File: src/inc/line_codec_pkg.sv
// Contract
// RULE_01 - Transmit merges NRZ data and bit clock into Manchester line data.
// RULE_02 - Receive turns Manchester line data into NRZ data and a clock.
// RULE_03 - Line rate is 10 Mb/s, one data bit per bit cell.
// RULE_04 - Transmit bit clock is the 20 MHz oscillator divided by 2.
// RULE_05 - Both clocks go to the MAC; receive clock comes from line data.
// RULE_06 - Carrier present is high while data arrives on the receive line.
// RULE_07 - Collision flagged while a 10 MHz tone is on the collision input. The code holds it low in MAC and codec loopback.
// RULE_08 - Every signal given to the MAC is also driven on user pins.
// RULE_09 - Three loopback modes: at the MAC, the codec or the transceiver.
// RULE_10 - Transceiver always echoes the sent packet onto the receive path.
// RULE_11 - Self-received checksum or source mismatch sets monitor bad flag.
// RULE_12 - External codec select high routes MAC signals to off-chip pins.
// RULE_13 - Cell first half is the inverted bit, second half the true bit.
package line_codec_pkg;

    // Clock and line timing
    localparam int CLK_FREQ_HZ = 100_000_000;
    localparam int OSC_FREQ_HZ = 20_000_000;
    localparam int OSC_DIVIDE = 2;
    localparam int BIT_RATE_BPS = 10_000_000;
    localparam int OSC_PERIOD_CYCLES = CLK_FREQ_HZ / OSC_FREQ_HZ;
    localparam int HALF_CELL_CYCLES = OSC_PERIOD_CYCLES * OSC_DIVIDE / 2;
    localparam int BIT_CELL_CYCLES = CLK_FREQ_HZ / BIT_RATE_BPS;
    localparam int MID_EDGE_MIN = (BIT_CELL_CYCLES * 3) / 4 - 1;
    localparam int CARRIER_TIMEOUT = BIT_CELL_CYCLES + HALF_CELL_CYCLES;
    localparam int COL_WINDOW_CYCLES = BIT_CELL_CYCLES + HALF_CELL_CYCLES;

    // Reset level of every output and one-bit register
    localparam logic RESET_LEVEL = 1'b0;

    // Loopback selection
    typedef enum logic [1:0] {
        LOOP_NONE = 2'h0,
        LOOP_MAC = 2'h1,
        LOOP_CODEC = 2'h2,
        LOOP_XCVR = 2'h3
    } loop_mode_t;

    // Decoder lock states, one-hot
    typedef enum logic [1:0] {
        DEC_IDLE = 2'h1,
        DEC_LOCK = 2'h2
    } dec_state_t;

endpackage : line_codec_pkg

File: src/logic/manchester_decoder.sv
`timescale 1ns/100ps
`default_nettype none
module manchester_decoder
    import line_codec_pkg::*;
#(
    parameter int CELL = BIT_CELL_CYCLES,
    parameter int MID_MIN = MID_EDGE_MIN,
    parameter int TIMEOUT = CARRIER_TIMEOUT
)
(
    input wire logic clk,
    input wire logic srst,
    input wire logic line_in,
    output logic rx_data,
    output logic rx_clock,
    output logic carrier
);
    localparam int CW = $clog2(TIMEOUT + 1);

    // Refuse timing the lock logic cannot serve
    if (MID_MIN <= CELL / 2 || MID_MIN >= CELL || TIMEOUT <= CELL)
    begin : g_bad_param
        $error("decoder timing parameters out of range");
    end

    dec_state_t state_ff, nxt_state;
    logic [CW-1:0] cnt_ff, nxt_cnt;
    logic prev_ff, nxt_prev;
    logic data_ff, nxt_data;
    logic clk_ff, nxt_clk;
    logic line_edge, mid_edge;

    // Lock, mid-cell edge pick and clock recovery
    always_comb
    begin
        line_edge = line_in ^ prev_ff;
        // RULE_03 one cell spacing
        mid_edge = (state_ff == DEC_LOCK) && line_edge &&
                   (cnt_ff >= CW'(MID_MIN));
        nxt_state = state_ff;
        nxt_cnt = cnt_ff;
        nxt_data = data_ff;
        nxt_prev = line_in;
        unique case (state_ff)
            DEC_IDLE:
            begin
                // RULE_06 carrier on edge
                if (line_edge)
                begin
                    nxt_state = DEC_LOCK;
                    nxt_cnt = '0;
                    nxt_data = line_in;
                end
            end
            DEC_LOCK:
            begin
                // RULE_13 second half true
                if (mid_edge)
                begin
                    nxt_cnt = '0;
                    nxt_data = line_in;
                end
                else if (cnt_ff == CW'(TIMEOUT))
                    nxt_state = DEC_IDLE;
                else
                    nxt_cnt = cnt_ff + 1'b1;
            end
            default:
                nxt_state = DEC_IDLE;
        endcase
        // RULE_05 clock from data
        nxt_clk = (nxt_state == DEC_LOCK) && (nxt_cnt >= CW'(CELL / 2));
    end

    // Decoder registers
    always_ff @(posedge clk)
    begin
        if (srst)
        begin
            state_ff <= DEC_IDLE;
            cnt_ff <= '0;
            prev_ff <= RESET_LEVEL;
            data_ff <= RESET_LEVEL;
            clk_ff <= RESET_LEVEL;
        end
        else
        begin
            state_ff <= nxt_state;
            cnt_ff <= nxt_cnt;
            prev_ff <= nxt_prev;
            data_ff <= nxt_data;
            clk_ff <= nxt_clk;
        end
    end

    // RULE_02 NRZ data out
    assign rx_data = data_ff;
    assign rx_clock = clk_ff;
    assign carrier = (state_ff == DEC_LOCK);
endmodule : manchester_decoder
`default_nettype wire

File: src/logic/manchester_line_codec.sv
`timescale 1ns/100ps
`default_nettype none
module manchester_line_codec
    import line_codec_pkg::*;
#(
    parameter int HALF_CELL = HALF_CELL_CYCLES,
    parameter int COL_WINDOW = COL_WINDOW_CYCLES
)
(
    input wire logic CLOCK,
    input wire logic SRST,
    input wire logic MAC_TX_DATA,
    input wire logic MAC_TX_EN,
    input wire logic [1:0] LOOP_MODE,
    input wire logic EXTERNAL_CODEC_SELECT,
    input wire logic LINE_RX,
    input wire logic LINE_COL,
    input wire logic OFFCHIP_TX_CLOCK,
    input wire logic OFFCHIP_RX_DATA,
    input wire logic OFFCHIP_RX_CLOCK,
    input wire logic OFFCHIP_CARRIER,
    input wire logic OFFCHIP_COLLISION,
    input wire logic MON_CHECK,
    input wire logic MON_CRC_OK,
    input wire logic MON_SRC_OK,
    output logic LINE_TX,
    output logic LINE_TX_EN,
    output logic OFFCHIP_TX_DATA,
    output logic OFFCHIP_TX_EN,
    output logic MAC_TRANSMIT_BIT_CLOCK,
    output logic MAC_RX_DATA,
    output logic MAC_RX_CLOCK,
    output logic MAC_CARRIER_PRESENT,
    output logic MAC_COLLISION,
    output logic PIN_TRANSMIT_BIT_CLOCK,
    output logic PIN_RX_CLOCK,
    output logic PIN_RX_DATA,
    output logic PIN_CARRIER_PRESENT,
    output logic PIN_COLLISION,
    output logic MONITOR_BAD_FLAG
);
    localparam int HW = $clog2(HALF_CELL);
    localparam int CWW = $clog2(COL_WINDOW + 1);

    // Refuse timing the counters cannot serve
    if (HALF_CELL < 2 || COL_WINDOW <= HALF_CELL)
    begin : g_bad_param
        $error("codec timing parameters out of range");
    end

    loop_mode_t mode;
    logic ext_sel, line_on, dec_in;
    logic dec_data, dec_clock, dec_carrier;

    // Path selection
    assign mode = loop_mode_t'(LOOP_MODE);
    assign ext_sel = EXTERNAL_CODEC_SELECT;
    assign line_on = !ext_sel && (mode == LOOP_NONE || mode == LOOP_XCVR);

    logic [HW-1:0] half_cnt_ff, nxt_half_cnt;
    logic phase_ff, nxt_phase;
    logic bit_ff, nxt_bit;
    logic active_ff, nxt_active;
    logic cell_end;

    // Bit cell timing, oscillator divided by two
    always_comb
    begin
        cell_end = phase_ff && (half_cnt_ff == HW'(HALF_CELL - 1));
        nxt_half_cnt = half_cnt_ff + 1'b1;
        nxt_phase = phase_ff;
        nxt_bit = bit_ff;
        nxt_active = active_ff;
        // RULE_04 divide by two
        if (half_cnt_ff == HW'(HALF_CELL - 1))
        begin
            nxt_half_cnt = '0;
            nxt_phase = !phase_ff;
        end
        // RULE_01 sample NRZ bit
        if (cell_end)
        begin
            nxt_bit = MAC_TX_DATA;
            nxt_active = MAC_TX_EN;
        end
    end

    // Encoder registers
    always_ff @(posedge CLOCK)
    begin
        if (SRST)
        begin
            half_cnt_ff <= '0;
            phase_ff <= RESET_LEVEL;
            bit_ff <= RESET_LEVEL;
            active_ff <= RESET_LEVEL;
        end
        else
        begin
            half_cnt_ff <= nxt_half_cnt;
            phase_ff <= nxt_phase;
            bit_ff <= nxt_bit;
            active_ff <= nxt_active;
        end
    end

    logic col_prev_ff, nxt_col_prev;
    logic [CWW-1:0] col_tmr_ff, nxt_col_tmr;
    logic col_det_ff, nxt_col_det;
    logic col_edge;

    // Collision tone detector, needs two edges in one window
    always_comb
    begin
        col_edge = LINE_COL ^ col_prev_ff;
        nxt_col_prev = LINE_COL;
        nxt_col_tmr = col_tmr_ff;
        nxt_col_det = col_det_ff;
        // RULE_07 detect collision tone
        if (col_edge)
        begin
            nxt_col_det = col_det_ff || (col_tmr_ff != '0);
            nxt_col_tmr = CWW'(COL_WINDOW);
        end
        else if (col_tmr_ff != '0)
            nxt_col_tmr = col_tmr_ff - 1'b1;
        else
            nxt_col_det = 1'b0;
    end

    // Collision registers
    always_ff @(posedge CLOCK)
    begin
        if (SRST)
        begin
            col_prev_ff <= RESET_LEVEL;
            col_tmr_ff <= '0;
            col_det_ff <= RESET_LEVEL;
        end
        else
        begin
            col_prev_ff <= nxt_col_prev;
            col_tmr_ff <= nxt_col_tmr;
            col_det_ff <= nxt_col_det;
        end
    end

    logic enc_ff, nxt_enc;
    logic tx_en_prev_ff, nxt_tx_en_prev;
    logic nxt_line_tx, nxt_line_tx_en, nxt_off_data, nxt_off_en;
    logic nxt_txclk, nxt_rxdata, nxt_rxclk, nxt_carrier, nxt_col;
    logic nxt_mon, tx_start, mon_fail;

    // RULE_09 codec loopback feed
    assign dec_in = (mode == LOOP_CODEC) ? enc_ff : LINE_RX;

    // Receive side decoder
    manchester_decoder #(
        .CELL(2 * HALF_CELL),
        .MID_MIN(MID_EDGE_MIN),
        .TIMEOUT(CARRIER_TIMEOUT)
    ) u_decoder (
        .clk(CLOCK),
        .srst(SRST),
        .line_in(dec_in),
        .rx_data(dec_data),
        .rx_clock(dec_clock),
        .carrier(dec_carrier)
    );

    // Output routing, loopback and monitor flag
    always_comb
    begin
        // RULE_13 inverted then true
        nxt_enc = nxt_active && (nxt_phase ? nxt_bit : !nxt_bit);
        nxt_line_tx = line_on && nxt_enc;
        nxt_line_tx_en = line_on && nxt_active;
        nxt_off_data = 1'b0;
        nxt_off_en = 1'b0;
        nxt_txclk = !nxt_phase;
        nxt_rxdata = dec_data;
        nxt_rxclk = dec_clock;
        nxt_carrier = dec_carrier;
        nxt_col = (mode == LOOP_CODEC) ? 1'b0 : nxt_col_det;
        // RULE_12 bypass to pins
        if (ext_sel)
        begin
            nxt_off_data = MAC_TX_DATA;
            nxt_off_en = MAC_TX_EN;
            nxt_txclk = OFFCHIP_TX_CLOCK;
            nxt_rxdata = OFFCHIP_RX_DATA;
            nxt_rxclk = OFFCHIP_RX_CLOCK;
            nxt_carrier = OFFCHIP_CARRIER;
            nxt_col = OFFCHIP_COLLISION;
        end
        // RULE_09 MAC level loop
        else if (mode == LOOP_MAC)
        begin
            nxt_rxdata = nxt_bit;
            nxt_rxclk = !nxt_phase;
            nxt_carrier = nxt_active;
            nxt_col = 1'b0;
        end
        nxt_tx_en_prev = MAC_TX_EN;
        tx_start = MAC_TX_EN && !tx_en_prev_ff;
        // RULE_10 relies on echo
        mon_fail = MON_CHECK && !(MON_CRC_OK && MON_SRC_OK);
        // RULE_11 set beats clear
        nxt_mon = mon_fail || (MONITOR_BAD_FLAG && !tx_start);
    end

    // RULE_08 mirror onto pins
    always_ff @(posedge CLOCK)
    begin
        if (SRST)
        begin
            enc_ff <= RESET_LEVEL;
            tx_en_prev_ff <= RESET_LEVEL;
            LINE_TX <= RESET_LEVEL;
            LINE_TX_EN <= RESET_LEVEL;
            OFFCHIP_TX_DATA <= RESET_LEVEL;
            OFFCHIP_TX_EN <= RESET_LEVEL;
            MAC_TRANSMIT_BIT_CLOCK <= RESET_LEVEL;
            MAC_RX_DATA <= RESET_LEVEL;
            MAC_RX_CLOCK <= RESET_LEVEL;
            MAC_CARRIER_PRESENT <= RESET_LEVEL;
            MAC_COLLISION <= RESET_LEVEL;
            PIN_TRANSMIT_BIT_CLOCK <= RESET_LEVEL;
            PIN_RX_CLOCK <= RESET_LEVEL;
            PIN_RX_DATA <= RESET_LEVEL;
            PIN_CARRIER_PRESENT <= RESET_LEVEL;
            PIN_COLLISION <= RESET_LEVEL;
            MONITOR_BAD_FLAG <= RESET_LEVEL;
        end
        else
        begin
            enc_ff <= nxt_enc;
            tx_en_prev_ff <= nxt_tx_en_prev;
            LINE_TX <= nxt_line_tx;
            LINE_TX_EN <= nxt_line_tx_en;
            OFFCHIP_TX_DATA <= nxt_off_data;
            OFFCHIP_TX_EN <= nxt_off_en;
            MAC_TRANSMIT_BIT_CLOCK <= nxt_txclk;
            MAC_RX_DATA <= nxt_rxdata;
            MAC_RX_CLOCK <= nxt_rxclk;
            MAC_CARRIER_PRESENT <= nxt_carrier;
            MAC_COLLISION <= nxt_col;
            PIN_TRANSMIT_BIT_CLOCK <= nxt_txclk;
            PIN_RX_CLOCK <= nxt_rxclk;
            PIN_RX_DATA <= nxt_rxdata;
            PIN_CARRIER_PRESENT <= nxt_carrier;
            PIN_COLLISION <= nxt_col;
            MONITOR_BAD_FLAG <= nxt_mon;
        end
    end
endmodule : manchester_line_codec
`default_nettype wire

File: config.mk
export PLATFORM = sky130hd
export DESIGN_NAME = manchester_line_codec
export DESIGN_NICKNAME = d
export VERILOG_FILES = /design/src/inc/line_codec_pkg.sv /design/src/logic/manchester_decoder.sv /design/src/logic/manchester_line_codec.sv
export SDC_FILE = /design/constraint.sdc
export NUM_CORES = 1
export LEC_CHECK = 0
export ABC_AREA = 1
export BUFFER_PORTS_ARGS = -buffer_cell sky130_fd_sc_hd__buf_4
export CORE_UTILIZATION = 48
export DETAILED_ROUTE_END_ITERATION = 10
export PLACE_DENSITY = 0.71
export SETUP_SLACK_MARGIN = 0.4
export SLEW_MARGIN = 10
export SYNTH_ARGS = -nofsm -noshare
export SYNTH_HDL_FRONTEND = slang
export SYNTH_SLANG_ARGS = --single-unit
File: constraint.sdc
create_clock -name CLOCK -period 4.25 [get_ports CLOCK]
set_input_delay 0.425 -clock CLOCK [delete_from_list [all_inputs] [get_ports CLOCK]]
set_output_delay 0.425 -clock CLOCK [all_outputs]
set_load 0.03 [all_outputs]
==> flow_summary.ini, run 1 <==
[run_status]
status = finished, final reports clean

[placement]
dpl_cell_area_um2 = 1840
post-dp-hpwl_um = 2330
gp_congestion = 0.888
io_buffers = 31

[final_layout]
register_area_um2 = 661
layout_common_cells = nand2_1, dfxtp_1, buf_4, inv_1, nor2_1
fill_cells = 304
final_common_cell = nand2_1
n_antenna_cell = 0
drive_gt1_frac = 0.212
fin_nets = 268
multi_input_area_um2 = 771
stdcell_area_um2 = 1880
area_growth_pct = 17.0

[sta]
drv_slew = 0
worstMarginPinSlew_ns = 0.509
rsz0062_at_grt = false
period_share = 0.425
setup_tns_ns = 0
skew_ns = 0.00895
fin_crit_ns = 1.80
hold_viol = 0
max_freq_ghz = 0.554
slew_headroom = 0.657
setup_viol = 0

[cts]
hold_buffers = 0
cts_tree = done
root_buffer = clkbuf_4
cts-buffers-inserted = 5
clk_pin_slew_ns = 0.10
ctsResizeCount = 0
clock_sinks = 33
h-tree-depth = 2
clockBufferDepth = 2
cts_setup_buffers = 0
worst_skew_pair.late_latency_ns = 0.32

[pwr]
p_per_area_nw_per_um2 = 401
p_leak_uw = 0.000927
vdd_drop_max_mv = 0.199

[yosys]
yosysWarnings = 0
synth-seq-cells = 33
synth_seq_area_share = 0.410
syn_inst = 212
netlist.top_cell.by_area = dfxtp_1
synth_top_area_share = 0.410
synth_area_leaders = dfxtp_1, nand2_1, ha_1
ys_types = 26
syn_area_per_cell_um2 = 7.60
syn_area_um2 = 1610
synthesis.nets = 240

[drt]
routed_wl_um = 3030
ant_nets = 0
drc_errors = 0
wl_per_cell_um = 10.6
drtPass1Iterations = 4
drtIter0Drc = 84
via_count = 1371
via_per_inst = 4.81

[global_routing]
grt_max_degree = 17
grt_pass1_vias = 1262
grt_usage = 0.196
use_met3 = 0.0455
met2_usage = 0.322
grt_pass1_wl_um = 5200
grt-busiest-layer = met2
grt_overflow_total = 0
grt_util_met1 = 0.248
grt_antenna_before_repair = 0

[setup_path]
r2r-start = half_cnt_ff[0]
critPathLaunch = half_cnt_ff[0]
path_cells = inv_1 -> ha_1 -> nand2_1 -> inv_1 -> ha_1 -> o21ai_0 -> nand2_1 -> a32o_1
end_kind = flop
crit_fanout = 5
slowest_stage = o21ai_0
required_ns = 4.47
critPathMaxStageDelay_ns = 0.45
setup.worst_path.class = flop to flop
startpoint_type = flop
cp.arrival_ns = 2.03

[hold_path]
hp-start = LINE_COL
min_path_type = input pin to flop

[floorplanning]
die_area_um2 = 3590
pin_count = 32
initial_core_util = 0.515
die-width_um = 59.9
rows = 20
coreArea_um2 = 3130
die_h_um = 59.9

[job]
drv_cap = 0
cells in the mapped netlist (all sizes together):
cell type  number
a21oi          15
a31oi           2
o31ai           2
ha             11
nand4           2
o21ai          11
nand3          14
dfxtp          33
xor2            2
a32o            3
inv            31
xnor2           2
buf             8
nand2          44
nor4            1
clkbuf          2
nor2           27
nor3            2
where the power goes:
part           internal, uW  leakage, uW  switching (uW)
sequential              340     0.000271            17.3
combinational          87.4     0.000629             151
clock                  65.9    0.0000265            94.1
total                   493     0.000927             262
routing by layer:
layer / up-vias / wire (um) / part of all wire
li1: 726 / - / -
met1: 612 / 1450 / 0.48
met2: 28 / 1390 / 0.46
met3: 5 / 159 / 0.052
met4: 0 / 35 / 0.012
met5: - / 0 / 0
final cells by class:
class	count	share of cell area
Clock buffer	8	0.0259
Sequential cell	33	0.351
Inverter	31	0.0618
Timing Repair Buffer	31	0.124
Multi-Input combinational cell	138	0.409
Tap cell	44	0.0292
through the flow:
step / worst slack [ns] / power, uW / utilization / cells / hold WS (ns)
6_report: 2.45 / 755 / 0.602 / 285 / 0.329
5_1_grt: 2.22 / 813 / 0.602 / 285 / 0.316
4_1_cts: 2.44 / 761 / 0.602 / 285 / 0.324
3_5_place_dp: 2.45 / 602 / 0.587 / 277 / 0.441
3_3_place_gp: 2.51 / 600 / 0.587 / 277 / 0.432
2_1_floorplan: 2.65 / 544 / - / 212 / 0.417
sequential cells by signal, summed over array words and instances, names as in the netlist, 2 cells and up:
name,cells
u_decoder.state_ff,2
half_cnt_ff,3
col_tmr_ff,4
u_decoder.cnt_ff,4
kinds of logic after synthesis:
logic type,after synthesis,synth area share
XOR/XNOR,4,0.0218
AND/OR/NAND/NOR,90,0.250
buffers and inverters,41,0.111
AO/OA/AOI/OAI,33,0.121
flip-flops,33,0.410
adder cells (fa/ha/maj),11,0.0855
critical path, delay by kind of cell (launching register included):
kind                     cells  cell delay, ns
flip-flops                   1            0.36
AND/OR/NAND/NOR              2            0.20
adder cells (fa/ha/maj)      2            0.39
buffers and inverters        2            0.09
AO/OA/AOI/OAI                2            0.67
final timing paths:
check / endpoint / slack (ns) / cells after the start
setup reg to reg: PIN_CARRIER_PRESENT / 2.45 / 8
hold reg to reg: half_cnt_ff[0] / 0.45 / 1
setup / recovery: PIN_CARRIER_PRESENT / 2.45 / 8
hold / removal: col_prev_ff / 0.33 / 3
Note: power is estimated with default switching activity, not from simulation.
==> run 2: changes to the inputs <==
==> constraint.sdc (replaced) <==
create_clock -name CLOCK -period 1.9 [get_ports CLOCK]
set_input_delay 0.19 -clock CLOCK [delete_from_list [all_inputs] [get_ports CLOCK]]
set_output_delay 0.19 -clock CLOCK [all_outputs]
set_load 0.03 [all_outputs]
==> run 2 against run 1 <==
  * Total power increased by 140%
  * Sequential share of layout area decreased by 2.1 points
  * Wire length increased by 7.3%
  * Critical endpoint is now LINE_TX
==> flow_summary.ini, run 2 (synthesis gave the netlist of run 1 again) <==
[run_status]
status = finished, final reports clean

[setup_path]
cp.arrival_ns = 1.75
end_kind = flop
crit_path_end = LINE_TX
startpoint_type = flop
r2r-end = LINE_TX
setup.worst_path.class = flop to flop
critPathLaunch = half_cnt_ff[0]
slowest_stage = dfxtp_2
critPathMaxStageDelay_ns = 0.36
r2r-start = half_cnt_ff[0]
required_ns = 2.15
crit_path_frequent_cell = inv_2
crit_fanout = 3
reg2reg_depth = 8
path_cells = inv_1 -> ha_2 -> nand2_2 -> inv_2 -> ha_4 -> inv_2 -> xor2_2 -> nor4_1
r2r_setup_slack_ns = 0.40

[final_layout]
fin_nets = 271
multi_input_area_um2 = 890
register_area_um2 = 674
layout_common_cells = nand2_1, buf_4, dfxtp_1, nor2_1, inv_1
reg_top3 = col_tmr_ff (4), u_decoder.cnt_ff (4), half_cnt_ff (3)
area_growth_pct = 27.0
drive_gt1_frac = 0.340
fill_cells = 264
n_antenna_cell = 0
final_common_cell = nand2_1
final_util = 0.654

[floorplanning]
die_area_um2 = 3590
die_h_um = 59.9
pin_count = 32
initial_core_util = 0.515
rows = 20
die-width_um = 59.9
coreArea_um2 = 3130

[placement]
io_buffers = 31
post-dp-hpwl_um = 2240
gp_congestion = 0.814

[cts]
cts_tree = done
clk_pin_slew_ns = 0.10
clock_sinks = 33
cts-buffers-inserted = 5
h-tree-depth = 2
root_buffer = clkbuf_4
worst_skew_pair.late_latency_ns = 0.33
clockBufferDepth = 2

[sta]
skew_ns = 0.00849
period_share = 0.789
hold_viol = 0
max_freq_ghz = 0.667
slew_headroom = 0.758
fin_crit_ns = 1.50
rsz0062_at_grt = true
setup_viol = 0
setup_tns_ns = 0
worstMarginPinSlew_ns = 0.362
drv_slew = 0

[pwr]
vdd_drop_max_mv = 0.565
p_leak_uw = 0.000967
p_total_uw = 1820
p_per_area_nw_per_um2 = 892

[drt]
via_count = 1398
drtPass1Iterations = 4
wl_per_cell_um = 11.3
ant_nets = 0
drtIter0Drc = 65
via_per_inst = 4.85
routed_wl_um = 3250
drc_errors = 0

[global_routing]
grt_pass1_wl_um = 4770
grt_usage = 0.186
grt_antenna_before_repair = 0
grt_pass1_vias = 1139
grt_max_degree = 17
grt_overflow_total = 0

[job]
drv_cap = 0

[hold_path]
min_path_type = input pin to flop
==> run 2: cell count changes in the layout (fill, tap and decap cells not counted), moves of 3 or more <==
cell	before	now
dfxtp_1	33	26
ha_4	0	4
buf_4	31	34
ha_1	11	6
dfxtp_2	0	5
inv_2	4	7
nand2_1	40	35
inv_1	27	23
o21ai_0	9	6
nand2_2	3	6
==> run 2: cell type report <==
type                            instances  share of cell area
Clock inverter                          2             0.00490
Inverter                               31              0.0581
Clock buffer                            6              0.0202
Timing Repair Buffer                   34               0.125
Tap cell                               44              0.0269
Sequential cell                        33               0.330
Multi-Input combinational cell        138               0.435
==> run 2: routing by layer <==
metal / GRT usage / routed length (um) / vias to the layer above
met3: 0.0693 / 148 / 6
li1: - / - / 731
met2: 0.284 / 1580 / 24
met4: 0.0997 / 65 / 0
met1: 0.227 / 1460 / 637
met5: 0 / 0 / -
==> run 2: where the power goes <==
| part | switching (uW) | internal, uW | leakage [uW] |
|---|---|---|---|
| Combinational | 380 | 266 | 0.000661 |
| Clock | 229 | 141 | 0.0000320 |
| Sequential | 45.4 | 763 | 0.000274 |
| Total | 655 | 1170 | 0.000967 |
==> run 2: worst min path at each step <==
stage               startpoint  slack (ns)  depth (start not counted)           to
floorplan             LINE_COL        0.30                          2  col_prev_ff
global placement      LINE_COL        0.41                          3  col_prev_ff
detailed placement    LINE_COL        0.42                          3  col_prev_ff
CTS                   LINE_COL        0.05                          3  col_prev_ff
global route          LINE_COL        0.06                          3  col_prev_ff
finish                LINE_COL        0.07                          3  col_prev_ff
==> run 2: worst max-delay path, delay by kind of cell, from the launching register on <==
family,cells,cell delay (ns)
xor+xnor,1,0.17
simple gates,2,0.33
buf+inv,3,0.13
fa+ha+maj,2,0.43
flops,1,0.36
==> run 2: per-stage QoR <==
step	setup WS, ns	hold slack [ns]	std cells	area, um2
detailed placement	0.307	0.416	277	1840
global route	0.335	0.0641	288	2040
global placement	0.314	0.407	277	1840
floorplan	0.401	0.297	212	1610
finish	0.401	0.0704	288	2040
CTS	0.411	0.0538	286	1910
==> run 2: repair_timing <==
item                                    CTS  global route
pin swaps                                 1            12
endpoints found under the hold margin     0             0
hold buffers                              0             0
buffers inserted                          1             2
resized for setup                         7            32
endpoints found under the setup margin    5             8
